===== config.mk =====
export PLATFORM = sky130hd
export DESIGN_NAME = ufc_top
export DESIGN_NICKNAME = d
export VERILOG_FILES = /design/src/ufc_top.v
export VERILOG_INCLUDE_DIRS = /design/src
export SDC_FILE = /design/constraint.sdc
export NUM_CORES = 1
export LEC_CHECK = 0
export BUFFER_PORTS_ARGS = -buffer_cell sky130_fd_sc_hd__buf_4
export CAP_MARGIN = 5
export CORE_UTILIZATION = 55
export CTS_CLUSTER_SIZE = 24
export DETAILED_ROUTE_END_ITERATION = 10
export PLACE_DENSITY = 0.73
export SYNTH_ARGS = -nofsm -noshare
export SYNTH_HDL_FRONTEND = slang
export SYNTH_HIERARCHICAL = 1
export SYNTH_SLANG_ARGS = --single-unit
export TNS_END_PERCENT = 50

===== constraint.sdc =====
create_clock -name clk_in -period 6.71 [get_ports clk_in]
set_input_delay 1.0065 -clock clk_in [delete_from_list [all_inputs] [get_ports clk_in]]
set_output_delay 1.0065 -clock clk_in [all_outputs]
set_load 0.03 [all_outputs]

===== src/ufc_map.vh =====
// Register map, field positions, reset values and depths for the queue control block.
// Assumes a plain register port on clk_in; no package, constants as macros.
`ifndef UFC_MAP_VH
`define UFC_MAP_VH
// ----------------------------------------
// Register offsets
// ----------------------------------------
`define UFC_ADDR_W 2
`define UFC_OFS_CTRL 2'h0
`define UFC_OFS_STATUS 2'h1
`define UFC_OFS_TXLVL 2'h2
`define UFC_OFS_RXLVL 2'h3
// ----------------------------------------
// Control fields
// ----------------------------------------
`define UFC_BIT_EN 0
`define UFC_BIT_RXCLR 1
`define UFC_BIT_TXCLR 2
`define UFC_BIT_MODE 3
`define UFC_TH_HI 7
`define UFC_TH_LO 6
`define UFC_CTRL_RST 8'h00
// ----------------------------------------
// Queue sizes and thresholds
// ----------------------------------------
`define UFC_DATA_W 8
`define UFC_QDEPTH 16
`define UFC_QAW 4
`define UFC_CNT_W 5
`define UFC_TH_1 5'h01
`define UFC_TH_4 5'h04
`define UFC_TH_8 5'h08
`define UFC_TH_14 5'h0E
`define UFC_CNT_FULL 5'h10
`endif


===== src/ufc_top.v =====
// Queue control, two sixteen-entry character queues and DMA request outputs.
// Assumes character source/sink and receive timeout on clk_in; pins from outside
// are not involved, so no synchronisers are needed.
//
// Chosen here: strobed register access and the register offsets.
`include "ufc_map.vh"
`default_nettype none

// ----------------------------------------
// Parameterised queue
// ----------------------------------------
module ufc_fifo #(
  parameter WIDTH = 8,
  parameter DEPTH = 16,
  parameter AW = 4
) (
  input wire clk_in,
  input wire rst_n_in,
  input wire ce_in,
  input wire clr_in,
  input wire in_valid_in,
  output wire in_ready_out,
  input wire [WIDTH-1:0] in_data_in,
  output wire out_valid_out,
  input wire out_ready_in,
  output wire [WIDTH-1:0] out_data_out,
  output wire [AW:0] count_out
);
  reg [WIDTH-1:0] mem_r [0:DEPTH-1];
  reg [AW-1:0] wp_r;
  reg [AW-1:0] rp_r;
  reg [AW:0] cnt_r;
  wire push;
  wire pop;
  assign in_ready_out = (cnt_r != DEPTH[AW:0]);
  assign out_valid_out = (cnt_r != {(AW+1){1'b0}});
  assign out_data_out = mem_r[rp_r];
  assign count_out = cnt_r;
  assign push = in_valid_in & in_ready_out;
  assign pop = out_valid_out & out_ready_in;
  // A push that meets a clear is dropped with the rest of the queue
  always @(posedge clk_in)
  begin
    if (push && ce_in && !clr_in)
    begin
      mem_r[wp_r] <= in_data_in;
    end
  end
  always @(posedge clk_in)
  begin
    if (!rst_n_in)
    begin
      wp_r <= {AW{1'b0}};
      rp_r <= {AW{1'b0}};
      cnt_r <= {(AW+1){1'b0}};
    end
    else if (ce_in)
    begin
      if (clr_in)
      begin
        // Pointers and count only; the shift register outside is left alone
        wp_r <= {AW{1'b0}};
        rp_r <= {AW{1'b0}};
        cnt_r <= {(AW+1){1'b0}};
      end
      else
      begin
        if (push)
        begin
          wp_r <= wp_r + 1'b1;
        end
        if (pop)
        begin
          rp_r <= rp_r + 1'b1;
        end
        if (push && !pop)
        begin
          cnt_r <= cnt_r + 1'b1;
        end
        else if (pop && !push)
        begin
          cnt_r <= cnt_r - 1'b1;
        end
      end
    end
  end
endmodule

// ----------------------------------------
// Top
// ----------------------------------------
module ufc_top (
  input wire clk_in,
  input wire rst_n_in,
  input wire ce_in,
  input wire [`UFC_ADDR_W-1:0] addr_in,
  input wire [7:0] wdata_in,
  input wire wr_in,
  input wire rd_in,
  output reg [7:0] rdata_out,
  input wire tx_wr_valid_in,
  output reg tx_wr_ready_out,
  input wire [`UFC_DATA_W-1:0] tx_wr_data_in,
  output reg tx_sh_valid_out,
  input wire tx_sh_ready_in,
  output reg [`UFC_DATA_W-1:0] tx_sh_data_out,
  input wire rx_sh_valid_in,
  output reg rx_sh_ready_out,
  input wire [`UFC_DATA_W-1:0] rx_sh_data_in,
  output reg rx_rd_valid_out,
  input wire rx_rd_ready_in,
  output reg [`UFC_DATA_W-1:0] rx_rd_data_out,
  input wire rx_timeout_in,
  output reg rx_threshold_hit_out,
  output reg tx_dma_request_n_out,
  output reg rx_dma_request_n_out
);
  // ----------------------------------------
  // Control register
  // ----------------------------------------
  reg enable_r;
  reg mode_r;
  reg [1:0] rx_threshold_select_r;
  reg tx_queue_clear_r;
  reg rx_queue_clear_r;
  reg rx_block_r;
  reg [`UFC_CNT_W-1:0] th_cnt;
  wire ctrl_wr;
  wire tx_in_v;
  wire tx_in_rdy;
  wire tx_out_v;
  wire tx_out_rdy;
  wire [`UFC_DATA_W-1:0] tx_out_d;
  wire [`UFC_CNT_W-1:0] tx_cnt;
  wire rx_in_v;
  wire rx_in_rdy;
  wire rx_out_v;
  wire rx_out_rdy;
  wire [`UFC_DATA_W-1:0] rx_out_d;
  wire [`UFC_CNT_W-1:0] rx_cnt;
  wire rx_hit;
  wire tx_empty_nxt;
  wire rx_empty_nxt;
  wire tx_full;
  wire rx_req_hold;

  assign ctrl_wr = wr_in && (addr_in == `UFC_OFS_CTRL);

  always @(posedge clk_in)
  begin
    if (!rst_n_in)
    begin
      enable_r <= 1'b0;
      mode_r <= 1'b0;
      rx_threshold_select_r <= 2'b00;
      tx_queue_clear_r <= 1'b0;
      rx_queue_clear_r <= 1'b0;
    end
    else if (ce_in)
    begin
      // Clear bits last one cycle, then fall back to zero
      tx_queue_clear_r <= 1'b0;
      rx_queue_clear_r <= 1'b0;
      if (ctrl_wr)
      begin
        enable_r <= wdata_in[`UFC_BIT_EN];
        if (wdata_in[`UFC_BIT_EN])
        begin
          mode_r <= wdata_in[`UFC_BIT_MODE];
          rx_threshold_select_r <= wdata_in[`UFC_TH_HI:`UFC_TH_LO];
          tx_queue_clear_r <= wdata_in[`UFC_BIT_TXCLR];
          rx_queue_clear_r <= wdata_in[`UFC_BIT_RXCLR];
        end
      end
    end
  end

  // ----------------------------------------
  // Threshold decode
  // ----------------------------------------
  always @*
  begin
    case (rx_threshold_select_r)
      2'b00: th_cnt = `UFC_TH_1;
      2'b01: th_cnt = `UFC_TH_4;
      2'b10: th_cnt = `UFC_TH_8;
      default: th_cnt = `UFC_TH_14;
    endcase
  end

  // ----------------------------------------
  // Queues
  // ----------------------------------------
  // Disabled queues act as a single holding register: depth limited to one
  assign tx_in_v = tx_wr_valid_in && tx_wr_ready_out;
  // The count gates the host so a full queue refuses the next character
  assign tx_in_rdy = enable_r ? !tx_full : tx_empty_nxt;
  assign tx_out_rdy = tx_sh_ready_in && tx_sh_valid_out;
  assign rx_in_v = rx_sh_valid_in && rx_sh_ready_out;
  assign rx_out_rdy = rx_rd_ready_in && rx_rd_valid_out;

  ufc_fifo #(.WIDTH(`UFC_DATA_W), .DEPTH(`UFC_QDEPTH), .AW(`UFC_QAW)) u_txq (
    .clk_in(clk_in),
    .rst_n_in(rst_n_in),
    .ce_in(ce_in),
    .clr_in(tx_queue_clear_r),
    .in_valid_in(tx_in_v),
    .in_ready_out(),
    .in_data_in(tx_wr_data_in),
    .out_valid_out(tx_out_v),
    .out_ready_in(tx_out_rdy),
    .out_data_out(tx_out_d),
    .count_out(tx_cnt)
  );

  ufc_fifo #(.WIDTH(`UFC_DATA_W), .DEPTH(`UFC_QDEPTH), .AW(`UFC_QAW)) u_rxq (
    .clk_in(clk_in),
    .rst_n_in(rst_n_in),
    .ce_in(ce_in),
    .clr_in(rx_queue_clear_r),
    .in_valid_in(rx_in_v),
    .in_ready_out(rx_in_rdy),
    .in_data_in(rx_sh_data_in),
    .out_valid_out(rx_out_v),
    .out_ready_in(rx_out_rdy),
    .out_data_out(rx_out_d),
    .count_out(rx_cnt)
  );

  // ----------------------------------------
  // Request outputs
  // ----------------------------------------
  // Equal is reached first; at or above keeps it up until the count drops below
  assign rx_hit = enable_r && (rx_cnt >= th_cnt);
  assign tx_empty_nxt = (tx_cnt == {`UFC_CNT_W{1'b0}});
  assign rx_empty_nxt = (rx_cnt == {`UFC_CNT_W{1'b0}});
  assign tx_full = (tx_cnt == `UFC_CNT_FULL);
  // Held from threshold or timeout until the queue is empty, released on that edge
  assign rx_req_hold = (rx_block_r || rx_hit || rx_timeout_in) && !rx_empty_nxt;

  always @(posedge clk_in)
  begin
    if (!rst_n_in)
    begin
      rx_block_r <= 1'b0;
      tx_wr_ready_out <= 1'b0;
      tx_sh_valid_out <= 1'b0;
      tx_sh_data_out <= 8'h00;
      rx_sh_ready_out <= 1'b0;
      rx_rd_valid_out <= 1'b0;
      rx_rd_data_out <= 8'h00;
      rx_threshold_hit_out <= 1'b0;
      tx_dma_request_n_out <= 1'b0;
      rx_dma_request_n_out <= 1'b1;
      rdata_out <= 8'h00;
    end
    else if (ce_in)
    begin
      // Handshake outputs are registered; drop after a take to avoid a double pop
      tx_wr_ready_out <= tx_in_rdy && !tx_in_v;
      // A clear withdraws the queued character at once so a stale one never leaks
      tx_sh_valid_out <= tx_out_v && !tx_out_rdy && !tx_queue_clear_r;
      tx_sh_data_out <= tx_out_d;
      // Accepts past the threshold, stops at full, or once one character is held while disabled
      rx_sh_ready_out <= rx_in_rdy && !rx_in_v && (enable_r || rx_empty_nxt);
      rx_rd_valid_out <= rx_out_v && !rx_out_rdy && !rx_queue_clear_r;
      rx_rd_data_out <= rx_out_d;
      rx_threshold_hit_out <= rx_hit;
      // Block mode: latch on threshold or timeout until empty
      if (!enable_r || !mode_r || rx_empty_nxt)
      begin
        rx_block_r <= 1'b0;
      end
      else if (rx_hit || rx_timeout_in)
      begin
        rx_block_r <= 1'b1;
      end
      if (enable_r && mode_r)
      begin
        tx_dma_request_n_out <= tx_full;
        rx_dma_request_n_out <= !rx_req_hold;
      end
      else
      begin
        tx_dma_request_n_out <= !tx_empty_nxt;
        rx_dma_request_n_out <= rx_empty_nxt;
      end
      // ----------------------------------------
      // Read port
      // ----------------------------------------
      rdata_out <= 8'h00;
      if (rd_in)
      begin
        case (addr_in)
          `UFC_OFS_STATUS: rdata_out <= {3'b000, rx_block_r, mode_r, enable_r,
                                         tx_empty_nxt, rx_empty_nxt};
          `UFC_OFS_TXLVL: rdata_out <= {3'b000, tx_cnt};
          `UFC_OFS_RXLVL: rdata_out <= {3'b000, rx_cnt};
          default: rdata_out <= 8'h00; // Control is write-only
        endcase
      end
    end
  end
endmodule
`default_nettype wire

==> run metrics <==
Die H 160 um; max_cap viols 0; ant diodes 0; largest incremental delay on the critical path around 760 ps; Fin Clk Skew 12.9 ps; starting density of the core 0.562; master cell of the clock root buffer clkbuf_16; WHS Path Cells 2; r2r endpoint u_txq/count_out[4]$_SDFFE_PN0P_; leftover overflow at the end of global routing 0; CTS H-tree lvls 2; TritonCTS clock tree yes; # hold bufs at CTS 0; largest net degree at the start of global routing 66; HP Start rdata_out[1]$_SDFFE_PN0P_; last weighted congestion value of the routability-driven placer 0.787; synthesized instance count 827; Layout Cell Area excl Fill 0.0154 mm2; signal arrival time at the worst endpoint 3320 ps; count of synthesis-stage warnings from yosys 6; number of buffers added by the clock tree synthesis step 34; commonest cells after routing, fill and taps aside edfxtp_1 (256), mux4_2 (80), dfxtp_1 (67), buf_4 (66), clkbuf_16 (34); clock network latency to the later pin of the worst-skew pair 520 ps; worst setup path category in -> reg; number of buffers on the longest clock path 3; fin worst setup slack 3540 ps; net count of the finished layout between 900 and 1,000; Reg-to-Reg Start u_txq/count_out[0]$_SDFFE_PN0P_; fraction of final layout cells with drive strength greater than 1 0.237; final core utilization 0.633; kind of cell adding the most delay to the critical path simple AND/OR/NAND/NOR gates; final wirelength 26.1 mm; global router's overall resource usage 0.211; sequential share of power 0.534; type of the most critical hold path reg -> reg; CTS sink count 325; number of global-route vias before repair roughly 7,400; count of final max-slew check failures 0; Net Sw Power 843 uW; leading cell type in the layout, fill and taps excluded edfxtp_1; boundary pin count 67; library cell contributing the largest single delay on the critical path a2111oi_2; fin cells between 1,000 and 1,500; post-route ant nets 0; mapped cell area 0.0137 mm2; average detailed-routed wire length per instance 21.1 um; Int Pwr 3260 uW; slew at the pin closest to its max-slew limit between 1000 and 1500 ps; residual DRC count 0; minimum setup slack among reg-to-reg paths 4040 ps; RSZ-0062 raised after global routing false; outcome completed; type of origin of the critical path input pin; std cell rows 57; Critical Path Fanout Max 65; Static Leak 0.00514 uW; postcts setup bufs 0; number of buffer cells added on primary ports 61; share of power burned in combinational logic 0.040; relative slew slack 0.291; syn_area_per_cell ~17 um2; WP data required 6850 ps; maximum frequency from static timing analysis 0.315 GHz; worst slack, placed just over 3000 ps; 1st-iter DRT viols 465; Cells after DPL 1,175; share of total power in the clock network 0.426; Final period util 0.473; Reg2Reg Depth 8; TNS Setup 0 ps; via count 7,415; final hold violation count 0; Synth-to-Final Area Change 12.5%; via-per-instance ratio ~6.0; post-CTS sizing 0; HPWL after detailed placement roughly 17 mm; register clock-pin slew on the reported worst setup and hold paths 60 ps; Critical Path End Type flip-flop; Peak supply drop 0.000261 V; ordered list of cells on the worst path buf_4 -> nand2b_1 -> a2111oi_2 -> and3_1; core region area around 0.024 mm2; first-pass GRT wire length 41.7 mm; post-layout minimum cycle time 3170 ps; Chip Width 160 um; number of antenna violations at the first check in global routing 0; DIE AREA 0.0256 mm2; Worst Hold Endpoint rdata_out[1]$_SDFFE_PN0P_; net switching fraction of the power 0.205; Cell Area, Placed 0.0144 mm2; total power divided by cell area 266 mW/mm2; number of iterations in the first detailed-routing pass 4; Bufs and invs on worst path 1; Final Setup Violations 0
how the worst max path moves through the flow:
stage	from	end	depth (start not counted)
after CTS	ce_in	u_rxq/mem_r[0][1]$_DFFE_PP_	4
final	ce_in	u_rxq/mem_r[3][1]$_DFFE_PP_	4
after global routing	ce_in	u_txq/mem_r[6][1]$_DFFE_PP_	5
after floorplan	tx_wr_valid_in	u_txq/count_out[2]$_SDFFE_PN0P_	10
after global placement	ce_in	u_rxq/mem_r[1][1]$_DFFE_PP_	4
after detailed placement	ce_in	u_rxq/mem_r[3][1]$_DFFE_PP_	4
power by group through the flow:
stage | clock, uW | sequential (uW) | combinational, uW
detailed placement | 0 | 2240 | 163
global route | 1870 | 2190 | 179
CTS | 1780 | 2190 | 164
global placement | 0 | 2230 | 160
finish | 1750 | 2190 | 163
floorplan | 0 | 2250 | 87.1
worst reg2reg max path, stage by stage, from the launching register on:
cell,delay (ps)
dfxtp_1,440
nor4_4,520
mux2_2,280
inv_1,130
fa_1,500
a21o_1,220
a211oi_1,250
o2111ai_1,140
nand4_1,130
stage by stage:
step                      hold WS, ps  power (uW)
after detailed placement          474        2400
after CTS                         484        4140
after floorplan                   474        2330
final                             485        4100
after global routing              499        4240
after global placement            468        2390
registers in the layout (all words and copies together) (netlist names), 2 cells and up, named ones only:
| signal | cells |
|---|---|
| u_rxq/mem_r | 128 |
| u_txq/mem_r | 128 |
| rx_rd_data_out | 8 |
| tx_sh_data_out | 8 |
| rdata_out | 5 |
| u_rxq/count_out | 5 |
| u_txq/count_out | 5 |
| u_rxq/rp_r | 4 |
| u_rxq/wp_r | 4 |
| u_txq/rp_r | 4 |
| u_txq/wp_r | 4 |
| rx_threshold_select_r | 2 |
metal layers:
layer,up-vias,part of all wire,global-route usage
li1,3394,-,-
met1,3809,0.43,0.286
met2,172,0.50,0.357
met3,40,0.042,0.0361
met4,0,0.019,0.0558
met5,-,0,0
layout make-up:
cell class              count  area (um2)
fillers                  1755        8960
repair buffers             66         495
clock buffers              52         948
inverters                  30         113
multi-input cells         430        4300
well taps                 324         405
flip-flops and latches    325        9070
clock inverters            10        92.6
Power figures use the tool's default switching activity.
